==> config.mk <==
export PLATFORM = sky130hd
export DESIGN_NAME = exec_unit
export DESIGN_NICKNAME = d
export VERILOG_FILES = /design/src/design/exec_unit_pkg.sv /design/src/design/exec_unit.sv
export SDC_FILE = /design/constraint.sdc
export NUM_CORES = 1
export LEC_CHECK = 0
export BUFFER_PORTS_ARGS = -buffer_cell sky130_fd_sc_hd__buf_2
export CAP_MARGIN = 5
export CORE_MARGIN = 4
export CORE_UTILIZATION = 25
export CTS_CLUSTER_SIZE = 40
export DETAILED_ROUTE_END_ITERATION = 16
export PLACE_DENSITY_LB_ADDON = 0.12
export SLEW_MARGIN = 5
export SYNTH_ARGS = -nofsm -noshare
export SYNTH_HDL_FRONTEND = slang
export SYNTH_SLANG_ARGS = --single-unit
==> constraint.sdc <==
create_clock -name MCLK -period 5.5 [get_ports MCLK]
set_input_delay 0.275 -clock MCLK [delete_from_list [all_inputs] [get_ports MCLK]]
set_output_delay 0.275 -clock MCLK [all_outputs]
set_load 0.02 [all_outputs]
==> src/design/exec_unit_pkg.sv <==
package exec_unit_pkg;

  // Register bus geometry
  localparam int AXI_AW = 6;
  localparam logic [1:0] RESP_OKAY   = 2'h0;
  localparam logic [1:0] RESP_SLVERR = 2'h2;

  // Register byte offsets
  localparam logic [5:0] OFF_CTRL = 6'h00;
  localparam logic [5:0] OFF_STAT = 6'h04;
  localparam logic [5:0] OFF_AF   = 6'h08;
  localparam logic [5:0] OFF_BC   = 6'h0C;
  localparam logic [5:0] OFF_DE   = 6'h10;
  localparam logic [5:0] OFF_PTR  = 6'h14;
  localparam logic [5:0] OFF_SP   = 6'h18;
  localparam logic [5:0] OFF_IDX1 = 6'h1C;
  localparam logic [5:0] OFF_PROG = 6'h20;

  // Control and status field positions
  localparam int CTRL_GO_BIT  = 0;
  localparam int CTRL_OP_LSB  = 8;
  localparam int CTRL_PFX_LSB = 16;
  localparam int STAT_BUSY    = 0;
  localparam int STAT_DONE    = 1;
  localparam int STAT_IRQ     = 2;
  localparam int STAT_BADOP   = 3;

  // Flag bit positions in the flag byte
  localparam int FL_S  = 7;
  localparam int FL_Z  = 6;
  localparam int FL_H  = 4;
  localparam int FL_PV = 2;
  localparam int FL_N  = 1;
  localparam int FL_C  = 0;

  // Reset values
  localparam logic [7:0]  RST_BYTE = 8'h00;
  localparam logic [15:0] RST_WORD = 16'h0000;

  // Register file slots: B C D E H L F A
  localparam logic [2:0] IDX_B = 3'h0;
  localparam logic [2:0] IDX_C = 3'h1;
  localparam logic [2:0] IDX_H = 3'h4;
  localparam logic [2:0] IDX_L = 3'h5;
  localparam logic [2:0] IDX_F = 3'h6;
  localparam logic [2:0] IDX_A = 3'h7;

  // Prefixes and opcodes
  localparam logic [1:0] PFX_NONE = 2'h0;
  localparam logic [1:0] PFX_ED   = 2'h1;
  localparam logic [1:0] PFX_DD   = 2'h2;
  localparam logic [7:0] OP_JMP_REG = 8'hE9;
  localparam logic [7:0] OP_PORT_READ_STEP_UP     = 8'hA2;
  localparam logic [7:0] OP_PORT_READ_STEP_DOWN   = 8'hAA;
  localparam logic [7:0] OP_PORT_READ_REPEAT_UP   = 8'hB2;
  localparam logic [7:0] OP_PORT_READ_REPEAT_DOWN = 8'hBA;

  // Machine cycle lengths in T states; one T state is one MCLK period
  localparam logic [2:0] T_FETCH    = 3'h4;
  localparam logic [2:0] T_PAIR     = 3'h6;
  localparam logic [2:0] T_OPERAND  = 3'h3;
  localparam logic [2:0] T_BLK_M2   = 3'h5;
  localparam logic [2:0] T_SHORT    = 3'h3;
  localparam logic [2:0] T_LONG     = 3'h4;
  localparam logic [2:0] T_REPEAT   = 3'h5;
  localparam logic [2:0] T_REFRESH  = 3'h2;

  typedef enum logic [2:0] {
    K_NONE  = 3'b000,
    K_INC8  = 3'b001,
    K_INC16 = 3'b010,
    K_BLK   = 3'b011,
    K_JCOND = 3'b100,
    K_JREG  = 3'b101,
    K_JIDX  = 3'b110
  } kind_e;

  typedef enum logic [2:0] {
    M_IDLE = 3'b000,
    M1     = 3'b001,
    M2     = 3'b010,
    M3     = 3'b011,
    M4     = 3'b100,
    M5     = 3'b101
  } mcyc_e;

  typedef struct packed {
    logic [15:0] addr;
    logic [7:0]  dout;
    logic        mem_rd;
    logic        mem_wr;
    logic        io_rd;
    logic        rfsh;
  } cpu_bus_s;

endpackage

==> src/design/exec_unit.sv <==
// Local design decisions: the register offsets and the AXI4-Lite interface to the registers.
`timescale 1ns/1ps
// How it works
// RULE1: INC r sets S,Z,H,PV; clears N; keeps C
// RULE2: INC r takes four T states
// RULE3: register selector maps B C D E H L A
// RULE4: pair increment adds one; BC DE pointer SP
// RULE5: pair increment takes six T, flags kept
// RULE6: port address B:C, byte stored at pointer pair
// RULE7: step-down form decrements B and pointer; Z,N set
// RULE8: step-up form decrements B, increments pointer
// RULE9: single block forms take 4,5,3,4 T states
// RULE10: repeat forms rewind counter until B is zero
// RULE11: B of zero on entry moves 256 bytes
// RULE12: repeat gap: two refreshes, interrupts honoured
// RULE13: repeat-down iteration 21 T, final 16 T
// RULE14: repeat-up iteration 21 T, final 16 T
// RULE15: conditional jump loads target or skips past
// RULE16: condition field decodes Z, C, parity, sign tests
// RULE17: first operand byte low, second byte high
// RULE18: conditional jump takes 4,3,3 T, flags kept
// RULE19: opcode E9 loads pointer pair, four T
// RULE20: prefixed E9 loads index pair one
// RULE21: indexed jump takes 4,4 T, flags kept
// RULE22: undefined flags are left unchanged throughout
module exec_unit (
  // Clock and reset
  input  logic                                 MCLK,
  input  logic                                 RST,
  // AXI4-Lite write channels
  input  logic [exec_unit_pkg::AXI_AW-1:0]     S_AXI_AWADDR,
  input  logic                                 S_AXI_AWVALID,
  output logic                                 S_AXI_AWREADY,
  input  logic [31:0]                          S_AXI_WDATA,
  input  logic [3:0]                           S_AXI_WSTRB,
  input  logic                                 S_AXI_WVALID,
  output logic                                 S_AXI_WREADY,
  output logic [1:0]                           S_AXI_BRESP,
  output logic                                 S_AXI_BVALID,
  input  logic                                 S_AXI_BREADY,
  // AXI4-Lite read channels
  input  logic [exec_unit_pkg::AXI_AW-1:0]     S_AXI_ARADDR,
  input  logic                                 S_AXI_ARVALID,
  output logic                                 S_AXI_ARREADY,
  output logic [31:0]                          S_AXI_RDATA,
  output logic [1:0]                           S_AXI_RRESP,
  output logic                                 S_AXI_RVALID,
  input  logic                                 S_AXI_RREADY,
  // CPU address, data and strobes
  output exec_unit_pkg::cpu_bus_s              CPU_BUS,
  input  logic [7:0]                           CPU_DIN,
  input  logic                                 INT_REQ
);
  import exec_unit_pkg::*;

  // Architectural state
  logic [7:0]  r8 [0:7];
  logic [15:0] sp;
  logic [15:0] idx1;
  logic [15:0] pc;
  // Sequencer state
  mcyc_e       mc;
  kind_e       kind;
  logic [2:0]  tcnt;
  logic [7:0]  op;
  logic [1:0]  op_pfx;
  logic [7:0]  lo_byte;
  logic [7:0]  port_byte;
  logic [7:0]  cyc_cnt;
  logic        st_done;
  logic        st_irq;
  logic        st_bad;

  // Machine cycle length per instruction kind
  function automatic logic [2:0] m_len(kind_e k, logic up, mcyc_e m);
    logic [2:0] len;
    len = T_FETCH;
    case (m)
      M1:      len = (k == K_INC16) ? T_PAIR : T_FETCH;
      M2:      len = (k == K_BLK) ? T_BLK_M2 : ((k == K_JCOND) ? T_OPERAND : T_FETCH);
      M3:      len = (k == K_BLK) ? (up ? T_LONG : T_SHORT) : T_OPERAND; // RULE9 RULE18
      M4:      len = up ? T_SHORT : T_LONG; // RULE9 RULE13 RULE14
      M5:      len = T_REPEAT; // RULE13 RULE14
      default: len = T_FETCH;
    endcase
    return len;
  endfunction

  // Opcode classification
  function automatic kind_e decode(logic [1:0] pfx, logic [7:0] o);
    kind_e k;
    k = K_NONE;
    if (pfx == PFX_NONE) begin
      if (o[7:6] == 2'b00 && o[2:0] == 3'b100 && o[5:3] != 3'b110) k = K_INC8;
      else if (o[7:6] == 2'b00 && o[3:0] == 4'h3) k = K_INC16;
      else if (o[7:6] == 2'b11 && o[2:0] == 3'b010) k = K_JCOND;
      else if (o == OP_JMP_REG) k = K_JREG;
    end else if (pfx == PFX_ED) begin
      if (o == OP_PORT_READ_STEP_UP || o == OP_PORT_READ_STEP_DOWN ||
          o == OP_PORT_READ_REPEAT_UP || o == OP_PORT_READ_REPEAT_DOWN) k = K_BLK;
    end else if (pfx == PFX_DD && o == OP_JMP_REG) begin
      k = K_JIDX;
    end
    return k;
  endfunction

  // Condition test on the flag byte
  function automatic logic cond_true(logic [2:0] sel, logic [7:0] f);
    logic bit_v;
    case (sel[2:1])
      2'b00:   bit_v = f[FL_Z];
      2'b01:   bit_v = f[FL_C];
      2'b10:   bit_v = f[FL_PV];
      default: bit_v = f[FL_S];
    endcase
    return bit_v == sel[0]; // RULE16
  endfunction

  // Decode of the latched instruction
  wire [2:0]  sel8      = op[5:3]; // RULE3
  wire [1:0]  sel16     = op[5:4]; // RULE4
  wire [2:0]  pair_hi   = {sel16, 1'b0};
  wire [2:0]  pair_lo   = {sel16, 1'b1};
  wire        blk_up    = ~op[3];
  wire        blk_rpt   = op[4];
  wire [7:0]  flags     = r8[IDX_F];
  wire [15:0] ptr       = {r8[IDX_H], r8[IDX_L]};
  wire [7:0]  inc8_src  = r8[sel8];
  wire [7:0]  inc8_val  = inc8_src + 8'h01;
  wire [15:0] pair_val  = (sel16 == 2'h3) ? sp : {r8[pair_hi], r8[pair_lo]};
  wire [15:0] pair_inc  = pair_val + 16'h0001; // RULE4
  // B wraps from 00 to FF, so a zero start runs 256 transfers
  wire [7:0]  b_dec     = r8[IDX_B] - 8'h01; // RULE11
  wire [15:0] ptr_step  = blk_up ? ptr + 16'h0001 : ptr - 16'h0001;
  wire        rpt_more  = blk_rpt && (b_dec != 8'h00); // RULE10
  wire        cond_ok   = cond_true(op[5:3], flags);
  // Only the repeating up form swaps its port and memory cycle lengths
  wire [2:0]  cur_len   = m_len(kind, blk_up && blk_rpt, mc); // RULE9 RULE14
  wire        m_end     = (mc != M_IDLE) && (tcnt == cur_len - 3'h1);

  // Flag results: undefined block flags are simply kept
  wire [7:0] inc8_flags = {inc8_val[7], inc8_val == 8'h00, flags[5],
                           inc8_src[3:0] == 4'hF, flags[3], inc8_src == 8'h7F,
                           1'b0, flags[FL_C]}; // RULE1
  wire [7:0] blk_flags  = {flags[7], b_dec == 8'h00, flags[5:2], 1'b1, flags[0]}; // RULE7 RULE22

  // Register bus decode
  logic        aw_rdy;
  logic        ar_rdy;
  logic        b_vld;
  logic        r_vld;
  logic [1:0]  b_resp;
  logic [1:0]  r_resp;
  logic [31:0] r_data;
  wire         wr_fire  = aw_rdy;
  wire  [5:0]  wa       = S_AXI_AWADDR;
  wire         busy     = (mc != M_IDLE);
  wire         wa_pair  = (wa == OFF_AF) || (wa == OFF_BC) || (wa == OFF_DE) || (wa == OFF_PTR);
  wire         wa_word  = (wa == OFF_SP) || (wa == OFF_IDX1) || (wa == OFF_PROG);
  wire         wa_known = wa_pair || wa_word || (wa == OFF_CTRL) || (wa == OFF_STAT);
  // CPU state cannot be changed under a running instruction
  wire         wr_ok    = wa_known && !(busy && (wa_pair || wa_word || wa == OFF_CTRL));
  wire         wr_state = wr_fire && wr_ok && (wa_pair || wa_word);
  // Pair offsets 0C, 10, 14 are word slots 3, 4, 5; slot minus 3 picks the pair
  wire [1:0]   wr_pair  = 2'(wa[4:2] - 3'h3);
  wire [2:0]   wr_hi    = (wa == OFF_AF) ? IDX_A : {wr_pair, 1'b0};
  wire [2:0]   wr_lo    = (wa == OFF_AF) ? IDX_F : {wr_pair, 1'b1};
  wire [15:0]  wr_word  = S_AXI_WDATA[15:0];
  wire         go_req   = wr_fire && wr_ok && (wa == OFF_CTRL) && S_AXI_WSTRB[0]
                          && S_AXI_WDATA[CTRL_GO_BIT];
  wire [7:0]   go_op    = S_AXI_WDATA[CTRL_OP_LSB +: 8];
  wire [1:0]   go_pfx   = S_AXI_WDATA[CTRL_PFX_LSB +: 2];
  wire kind_e  go_kind  = decode(go_pfx, go_op);
  wire         start    = go_req && (go_kind != K_NONE);
  wire         clr_stat = wr_fire && (wa == OFF_STAT) && S_AXI_WSTRB[0];

  // Machine cycle sequencing
  mcyc_e      next_mc;
  logic [2:0] next_t;
  always_comb begin
    next_mc = mc;
    next_t  = busy ? tcnt + 3'h1 : 3'h0;
    if (start) begin
      next_mc = M1;
      next_t  = 3'h0;
    end else if (m_end) begin
      next_t = 3'h0;
      case (kind)
        K_JIDX:  next_mc = (mc == M1) ? M2 : M_IDLE;
        K_JCOND: next_mc = (mc == M3) ? M_IDLE : mcyc_e'(mc + 3'h1);
        K_BLK: begin
          if (mc == M4) next_mc = rpt_more ? M5 : M_IDLE; // RULE10
          else if (mc == M5) next_mc = INT_REQ ? M_IDLE : M1; // RULE12
          else next_mc = mcyc_e'(mc + 3'h1);
        end
        default: next_mc = M_IDLE;
      endcase
    end
  end
  wire fin      = m_end && (next_mc == M_IDLE);
  wire irq_stop = m_end && (mc == M5) && INT_REQ;

  // Bus pins for the cycle about to start
  wire [7:0] next_port = (kind == K_BLK && mc == M3 && m_end) ? CPU_DIN : port_byte;
  cpu_bus_s  next_bus;
  always_comb begin
    next_bus = '0;
    if (kind == K_JCOND && next_mc == M2) begin
      next_bus.addr   = pc + 16'h0001;
      next_bus.mem_rd = 1'b1;
    end else if (kind == K_JCOND && next_mc == M3) begin
      next_bus.addr   = pc + 16'h0002;
      next_bus.mem_rd = 1'b1;
    end else if (kind == K_BLK && next_mc == M3) begin
      next_bus.addr   = {r8[IDX_B], r8[IDX_C]}; // RULE6
      next_bus.io_rd  = 1'b1;
    end else if (kind == K_BLK && next_mc == M4) begin
      next_bus.addr   = ptr; // RULE6
      next_bus.dout   = next_port;
      next_bus.mem_wr = 1'b1;
    end else if (next_mc == M5) begin
      next_bus.rfsh   = (next_t < T_REFRESH); // RULE12
    end
  end

  // Sequencer, status and bus registers
  always_ff @(posedge MCLK) begin
    if (RST) begin
      mc <= M_IDLE;
      kind <= K_NONE;
      tcnt <= 3'h0;
      op <= RST_BYTE;
      op_pfx <= PFX_NONE;
      cyc_cnt <= RST_BYTE;
      st_done <= 1'b0;
      st_irq <= 1'b0;
      st_bad <= 1'b0;
      CPU_BUS <= '0;
    end else begin
      mc <= next_mc;
      tcnt <= next_t;
      CPU_BUS <= next_bus;
      cyc_cnt <= (start || (m_end && mc == M5)) ? 8'h00 : cyc_cnt + 8'h01;
      if (start) begin
        kind <= go_kind;
        op <= go_op;
        op_pfx <= go_pfx;
      end
      // A hardware set in the same cycle beats a software clear
      st_done <= fin || (st_done && !(clr_stat && S_AXI_WDATA[STAT_DONE]));
      st_irq <= irq_stop || (st_irq && !(clr_stat && S_AXI_WDATA[STAT_IRQ]));
      st_bad <= (go_req && go_kind == K_NONE)
                || (st_bad && !(clr_stat && S_AXI_WDATA[STAT_BADOP]));
    end
  end

  // Register file: software loads when idle, instructions update when busy
  always_ff @(posedge MCLK) begin
    if (RST) begin
      for (int i = 0; i < 8; i++) r8[i] <= RST_BYTE;
      sp <= RST_WORD;
      idx1 <= RST_WORD;
      pc <= RST_WORD;
      lo_byte <= RST_BYTE;
      port_byte <= RST_BYTE;
    end else if (wr_state) begin
      if (wa_pair && S_AXI_WSTRB[1]) r8[wr_hi] <= wr_word[15:8];
      if (wa_pair && S_AXI_WSTRB[0]) r8[wr_lo] <= wr_word[7:0];
      if (wa == OFF_SP && S_AXI_WSTRB[1:0] == 2'b11) sp <= wr_word;
      if (wa == OFF_IDX1 && S_AXI_WSTRB[1:0] == 2'b11) idx1 <= wr_word;
      if (wa == OFF_PROG && S_AXI_WSTRB[1:0] == 2'b11) pc <= wr_word;
    end else if (m_end) begin
      case (kind)
        K_INC8: begin
          r8[sel8] <= inc8_val; // RULE1 RULE2
          r8[IDX_F] <= inc8_flags; // RULE1
          pc <= pc + 16'h0001;
        end
        K_INC16: begin
          if (sel16 == 2'h3) sp <= pair_inc; // RULE5
          else {r8[pair_hi], r8[pair_lo]} <= pair_inc; // RULE4
          pc <= pc + 16'h0001;
        end
        K_JREG: pc <= ptr; // RULE19
        K_JIDX: if (mc == M2) pc <= idx1; // RULE20 RULE21
        K_JCOND: begin
          if (mc == M2) lo_byte <= CPU_DIN; // RULE17
          else if (mc == M3) pc <= cond_ok ? {CPU_DIN, lo_byte} : pc + 16'h0003; // RULE15
        end
        K_BLK: begin
          if (mc == M3) port_byte <= CPU_DIN;
          if (mc == M4) begin
            r8[IDX_B] <= b_dec; // RULE7 RULE8
            {r8[IDX_H], r8[IDX_L]} <= ptr_step; // RULE7 RULE8
            r8[IDX_F] <= blk_flags; // RULE7 RULE22
            // A repeat keeps the counter on its own opcode: only the pass that leaves B at zero adds 2
            if (!rpt_more) pc <= pc + 16'h0002; // RULE10
          end
        end
        default: pc <= pc;
      endcase
    end
  end

  // AXI4-Lite write: address and data are taken together
  always_ff @(posedge MCLK) begin
    if (RST) begin
      aw_rdy <= 1'b0;
      b_vld <= 1'b0;
      b_resp <= RESP_OKAY;
    end else begin
      aw_rdy <= S_AXI_AWVALID && S_AXI_WVALID && !aw_rdy && !b_vld;
      if (aw_rdy) begin
        b_vld <= 1'b1;
        b_resp <= wr_ok ? RESP_OKAY : RESP_SLVERR;
      end else if (S_AXI_BREADY) begin
        b_vld <= 1'b0;
      end
    end
  end

  // Read data selection
  wire [5:0] ra = S_AXI_ARADDR;
  logic [31:0] rd_mux;
  logic        rd_hit;
  always_comb begin
    rd_hit = 1'b1;
    case (ra)
      OFF_CTRL: rd_mux = {14'h0000, op_pfx, op, 8'h00};
      OFF_STAT: rd_mux = {28'h0000000, st_bad, st_irq, st_done, busy};
      OFF_AF:   rd_mux = {16'h0000, r8[IDX_A], r8[IDX_F]};
      OFF_BC:   rd_mux = {16'h0000, r8[0], r8[1]};
      OFF_DE:   rd_mux = {16'h0000, r8[2], r8[3]};
      OFF_PTR:  rd_mux = {16'h0000, ptr};
      OFF_SP:   rd_mux = {16'h0000, sp};
      OFF_IDX1: rd_mux = {16'h0000, idx1};
      OFF_PROG: rd_mux = {16'h0000, pc};
      default: begin
        rd_mux = 32'h00000000;
        rd_hit = 1'b0;
      end
    endcase
  end

  // AXI4-Lite read: one outstanding read
  always_ff @(posedge MCLK) begin
    if (RST) begin
      ar_rdy <= 1'b0;
      r_vld <= 1'b0;
      r_data <= 32'h00000000;
      r_resp <= RESP_OKAY;
    end else begin
      ar_rdy <= S_AXI_ARVALID && !ar_rdy && !r_vld;
      if (ar_rdy) begin
        r_vld <= 1'b1;
        r_data <= rd_mux;
        r_resp <= rd_hit ? RESP_OKAY : RESP_SLVERR;
      end else if (S_AXI_RREADY) begin
        r_vld <= 1'b0;
      end
    end
  end

  assign S_AXI_AWREADY = aw_rdy;
  assign S_AXI_WREADY  = aw_rdy;
  assign S_AXI_BVALID  = b_vld;
  assign S_AXI_BRESP   = b_resp;
  assign S_AXI_ARREADY = ar_rdy;
  assign S_AXI_RVALID  = r_vld;
  assign S_AXI_RDATA   = r_data;
  assign S_AXI_RRESP   = r_resp;
endmodule

======== Word level (Yosys, flattened, before mapping) ========
Cells that the tools add are included.
storage, ports and cells
  bits in registers ....................... 218
  bits in latches ......................... 0
  memories ................................ 0
  bits in writable memories ............... 0
  ROM bits ................................ 0
  output and inout port bits .............. 69
operators by class
  shift-type cells ........................ 0
  reduce and logical (&&, ||, !) cells .... 106
  equal/unequal tests ..................... 62
  multiply operators ...................... 0
  mux-type cells .......................... 101
  divide/modulo/power cells ............... 0
  bitwise gates (word level) .............. 9
  add/subtract/negate cells ............... 12
  order comparisons ....................... 11
operators with widths
  cell                                                                    number
  64-bit 2-to-1 mux                                                       7
  64-bit bitwise mux                                                      5
  16-bit 2-to-1 mux                                                       19
  18-bit case mux with 9 select lines                                     1
  8-bit demux with 3-bit select                                           5
  8-bit 2-to-1 mux                                                        13
  16-bit case mux with 5 select lines                                     1
  8-bit binary-select mux with 3-bit select                               3
  24-bit case mux with 3 select lines                                     1
  3-bit 2-to-1 mux                                                        23
  1-bit logical AND                                                       49
  16-bit by 1-bit adder with 16-bit output (second input constant)        3
  6-bit by 5-bit equality test with 1-bit output (second input constant)  8
  24-bit 2-to-1 mux                                                       2
  24-bit case mux with 2 select lines                                     1
  8-bit equality test (second input constant)                             5
  16-bit by 2-bit adder with 16-bit output (second input constant)        2
  3-bit equality test (second input constant)                             8
  6-bit by 4-bit equality test with 1-bit output (second input constant)  4
  8-bit case mux with 3 select lines                                      1
  3-bit by 2-bit equality test with 1-bit output (second input constant)  7
  3-bit != test (second input constant)                                   7
  4-bit greater-or-equal comparator (second input constant)               5
  4-bit by 1-bit < comparator with 1-bit output (second input constant)   5
  other kinds (49)                                                        116

======== Logic depth before layout (Yosys ltp) ========
  word-level depth ........................ 21
  depth in mapped cells ................... 20

======== Worst setup path before layout ========
OpenSTA, ideal clock, no wires.
  kind .................................... reg-to-reg
  from .................................... register mc[2]
  to ...................................... register CPU_BUS[15] in the netlist's numbering
  path buffers ............................ 1
  cell stages (with the launch flop) ...... 20
  slack ................................... 1,506 ps
  arrival ................................. 3,927 ps
  library setup time ...................... 67 ps
  cell sequence ........................... dfxtp_1 clkbuf_1 clkinv_1 ha_1 a21boi_0 or2_2 a31oi_1 a21oi_1 o21ai_0 ha_1 xnor2_1 nor2b_1 mux2i_1 a211o_1 or3_4 a211oi_4 nand2_4 clkinv_2 a22oi_1 o21ai_2
between the ends
  word-level cells in the longest chain between the ends .. 16
ends and longest elaborated chain
  item                                                                                 line              RTL
  from (decl)                                                                          exec_unit.sv:62   mcyc_e mc;
  from (signal assigned)                                                               exec_unit.sv:240  mc <= next_mc;
  branches (longest 9 deep; another with 3-bit by 1-bit subtractor with 3-bit output)  n/a
  3-bit 2-to-1 mux *                                                                   exec_unit.sv:183  if (start) begin
  3-bit equality test                                                                  exec_unit.sv:217  end else if (kind == K_BLK && next_mc == M4) begin
  1-bit logical AND                                                                    exec_unit.sv:217
  24-bit 2-to-1 mux                                                                    exec_unit.sv:217
  16-bit 2-to-1 mux                                                                    exec_unit.sv:214  end else if (kind == K_BLK && next_mc == M3) begin
  16-bit 2-to-1 mux                                                                    exec_unit.sv:211  end else if (kind == K_JCOND && next_mc == M3) begin
  16-bit 2-to-1 mux *                                                                  exec_unit.sv:208  if (kind == K_JCOND && next_mc == M2) begin
  to (signal assigned)                                                                 exec_unit.sv:242  CPU_BUS <= next_bus;
  to (decl)                                                                            exec_unit.sv:50   output exec_unit_pkg::cpu_bus_s CPU_BUS,
Every way passes the cells marked *.
A chain may end at the register's enable or synchronous reset.

======== Worst setup path after layout ========
Ends and elaborated chain as after synthesis.

==> metrics.md <==
| Metric | Value |
|---|---|
| Maximum clock skew at final layout | `approximately 26 ps` |
| Cell breakdown of the critical path | `clkinv_1 -> ha_1 -> a21boi_0 -> or2_2 -> a31oi_1 -> a21oi_1 -> o21ai_0 -> ha_1 -> xnor2_1 -> nor2b_1 -> mux2i_1 -> a211o_1 -> or3_4 -> a211oi_4 -> nand2_4 -> clkinv_2 -> a22oi_1 -> o21ai_2` |
| Share of synthesized registers carrying an async set or reset | `0%` |
| Highest net fanout along the worst path | `10` |
| Number of hold violations in the final report | `0` |
| Layout area overhead | `15.6%` |
| Antenna-violating nets left | `0` |
| Actual slew at the worst max-slew pin | `1230 ps` |
| Filler-free cell count of the finished design | `between 2000 and 3000` |
| Largest cells by area after synthesis | `sky130_fd_sc_hd__dfxtp_1 27%, sky130_fd_sc_hd__nor2_1 7.0%, sky130_fd_sc_hd__a21oi_1 5.8%` |
| Fraction of final layout cells sized beyond drive strength 1 | `between 10% and 20%` |
| Register bit count reported by yosys | `about 200` |
| Half-perimeter wire length of the detailed placement result | `between 50000 and 60000 µm` |
| Maximum operating frequency | `around 210 MHz` |
| Horizontal extent of the die | `252 µm` |
| Number of nets in the layout | `between 2000 and 2500` |
| Netlist area before placement | `14900 µm²` |
| Average instance area after synthesis | `7.66 µm²` |
| Max H-tree Level | `1` |
| Post-route cell area | `between 15000 and 20000 µm²` |
| Count of instances resized after the clock tree is built | `0` |
| Unrepaired setup endpoints after global routing | `false` |
| Worst-path cell with the longest stage delay | `sky130_fd_sc_hd__a211oi_4` |
| Number of detailed-routing iterations run before antenna repair | `6` |
| Count of standard-cell rows | `just under 90` |
| Share of the core filled with cells in the final layout | `29.2%` |
| Core area | `a little under 60000 µm²` |
| Number of library cell types mapped by synthesis | `87` |
| Portion of synthesized cell area occupied by the leading cell type | `27.2%` |
| Count of hold buffers inserted by post-cts repair | `8` |
| Wire per inst | `between 20 and 30 µm` |
| Setup_tns | `0 ps` |
| Internal power | `approximately 0.0027 W` |
| Leftover overflow at the end of global routing | `0` |
| Sequential power share | `approximately two fifths` |
| Starting utilization of the core area | `roughly a quarter` |
| Clock latency on the worst-skew pair | `570 ps` |
| Overall global routing resource usage | `23.7%` |
| Filler instances | `between 6000 and 7000` |
| Synthesized instance count | `between 1500 and 2000` |
| Placer Congestion | `a little over 0.9` |
| Top-level I/O count | `133` |
| Maximum buffer depth of the clock tree | `3` |
| Ratio of routed vias to standard cells | `a little under 6` |
| Most common cell after layout, fill and taps aside | `sky130_fd_sc_hd__nor2_1` |
| Drt first-iter violations | `1740` |
| Crit path launch type | `flip-flop` |
| Worst path bufs/invs | `2` |
| Switching power of the nets | `just over 0.0009 W` |
| Count of buffers added by post-CTS timing repair for setup | `0` |
| Via count of the first global-routing pass | `about 15000` |
| Part of the power in the clock network | `between 50% and 60%` |
| DR DRC count | `0` |
| Sequential element share of the synthesized area | `roughly 27%` |
| Root cell of the clock tree | `sky130_fd_sc_hd__clkbuf_16` |
| Crit path required time | `6000 ps` |
| Power per unit of standard cell area | `between 200 and 250 nW/µm²` |
| Capturing element type of the critical path | `flip-flop` |
| Combinational Power Share | `roughly 5.2%` |
| Cell mode on critical path | `sky130_fd_sc_hd__ha_1` |
| CTS tree | `yes` |
| Delay of the slowest cell on the worst path | `between 500 and 600 ps` |
| Area of the die | `~63000 µm²` |
| Area leader, netlist | `sky130_fd_sc_hd__dfxtp_1` |
| CP top delay family | `compound AO/OA/AOI/OAI gates` |
| Count of buffers from port buffering | `100` |
| Count of final setup violators | `0` |
| DR vias | `approximately 16000` |
| Category of the critical setup timing path | `reg -> reg` |
| Clock sinks | `just over 200` |
| Crit path arrival time | `between 5000 and 6000 ps` |
| Clock period minus worst slack | `4800 ps` |
| Class of the tightest hold or removal check | `in -> reg` |
| Synth warn | `0` |
| VDD IR-drop max | `0.208 mV` |
| Primary FF master, synth | `sky130_fd_sc_hd__dfxtp_1` |
| Total count of max-transition violations in the final report | `0` |
| Relative slew margins | `around 17%` |
| Die Y-Extent | `about 250 µm` |
| MaxCap Viol Count | `0` |
| DRT Wirelength | `about 79000 µm` |
| Run status | `complete, no violations` |
| Number of antenna violations at the first check in global routing | `3` |
| Net switching fraction of the power | `25.0%` |
| Placed Cells | `about 2700` |
| Clock-pin slew of the registers on the worst-case setup and hold paths | `~60 ps` |
| EDFF count, synth | `0` |
| Leading cell types in the layout, fill and taps excluded | `277 x sky130_fd_sc_hd__nor2_1, 198 x sky130_fd_sc_hd__dfxtp_1, 172 x sky130_fd_sc_hd__a21oi_1` |
| Placed inst area | `~16000 µm²` |
| Leakage Power | `about 6 nW` |
| Maximum number of pins on one net before global-route repair | `88` |
| Number of buffers inserted during clock tree synthesis | `26` |
| Period utilisation layout | `between 80 and 90%` |
| First-pass GRT wire length | `112000 µm` |
## layout make-up
type | count | area, µm² | area share (%)
clock buffers | 33 | 738 | 4.30
diodes | 3 | 7.51 | 0.0437
flip-flops and latches | 202 | 4050 | 23.6
multi-input cells | 1539 | 10000 | 58.4
clock inverters | 14 | 226 | 1.32
repair buffers | 169 | 1040 | 6.08
well taps | 773 | 967 | 5.63
inverters | 32 | 121 | 0.706
## cell usage after synthesis (15+ instances only)
cell / number
sky130_fd_sc_hd__a21oi_1: 173
sky130_fd_sc_hd__o22ai_1: 34
sky130_fd_sc_hd__xnor2_1: 48
sky130_fd_sc_hd__mux2_2: 21
sky130_fd_sc_hd__nor3_1: 46
sky130_fd_sc_hd__mux4_2: 23
sky130_fd_sc_hd__buf_2: 17
sky130_fd_sc_hd__a211oi_1: 63
sky130_fd_sc_hd__nand3_1: 36
sky130_fd_sc_hd__mux2i_1: 86
sky130_fd_sc_hd__o211ai_1: 18
sky130_fd_sc_hd__clkbuf_1: 132
sky130_fd_sc_hd__inv_1: 27
sky130_fd_sc_hd__and2_1: 17
sky130_fd_sc_hd__a221oi_1: 26
sky130_fd_sc_hd__a22oi_1: 40
sky130_fd_sc_hd__nand2_1: 161
sky130_fd_sc_hd__nor2_1: 278
sky130_fd_sc_hd__buf_4: 21
sky130_fd_sc_hd__dfxtp_1: 202
sky130_fd_sc_hd__ha_1: 30
sky130_fd_sc_hd__xor2_1: 43
sky130_fd_sc_hd__a222oi_1: 15
sky130_fd_sc_hd__nor4_1: 20
sky130_fd_sc_hd__o21ai_0: 108
## state kept, by name, summed over array words and instances, names as in the netlist, 16 cells and up
signal,count
sp,16
idx1,16
S_AXI_RDATA,18
pc,16
r8,40
CPU_BUS,28
ptr,16
## cell families (layout without fill, tap and decap cells)
logic type / Yosys count / in the layout / synth area share, %
compound gates: 602 / 602 / 27.0
flops: 202 / 202 / 27.2
other cells: 1 / 19 / 0.0252
simple gates: 668 / 668 / 20.6
mux: 131 / 131 / 11.0
buf+inv: 215 / 248 / 6.13
xor+xnor: 91 / 91 / 5.36
fa+ha+maj: 31 / 31 / 2.66
## path summary, 6_finish.rpt
path | start | endpoint | slack [ps] | depth (start not counted)
worst max register to register | mc[2] | CPU_BUS[15] | 700 | 18
worst min register to register | S_AXI_BVALID | S_AXI_AWREADY | 460 | 1
worst max-delay path | mc[2] | CPU_BUS[15] | 700 | 18
worst min-delay path | CPU_DIN[6] | lo_byte[6] | 20 | 3
## power groups by stage
stage / Clock [W] / Sequential [W] / Combinational [W]
after floorplan: 0 / 0.00151 / 0.0000960
after global placement: 0 / 0.00151 / 0.000184
after detailed placement: 0 / 0.00151 / 0.000184
after CTS: 0.00201 / 0.00148 / 0.000189
after global routing: 0.00206 / 0.00148 / 0.000199
final: 0.00198 / 0.00148 / 0.000191
## stage by stage
step | setup WS [ps] | hold slack, ps | power, W
2_1_floorplan | 1510 | 394 | 0.00160
3_3_place_gp | 773 | 433 | 0.00169
3_5_place_dp | 731 | 442 | 0.00169
4_1_cts | 722 | 4.32 | 0.00367
5_1_grt | 324 | 57.8 | 0.00374
6_report | 697 | 15.6 | 0.00365
## worst reg2reg max path: cells and delay by family, from the launching register on
| kind | cells | cell delay, ps |
|---|---|---|
| AO/OA/AOI/OAI | 8 | 1730 |
| XOR/XNOR | 1 | 140 |
| adder cells (fa/ha/maj) | 2 | 630 |
| buffers and inverters | 2 | 550 |
| flip-flops | 1 | 500 |
| multiplexers | 1 | 130 |
| AND/OR/NAND/NOR | 4 | 1060 |
## routing by layer
metal	vias up	GRT usage, %	share of wire (%)
met5	-	0	0.017
met4	2	8.62	4.2
met3	163	3.07	7.9
met2	810	39.2	46
met1	7978	31.8	41
li1	7201	-	-
(Power assumes the default switching activity.)
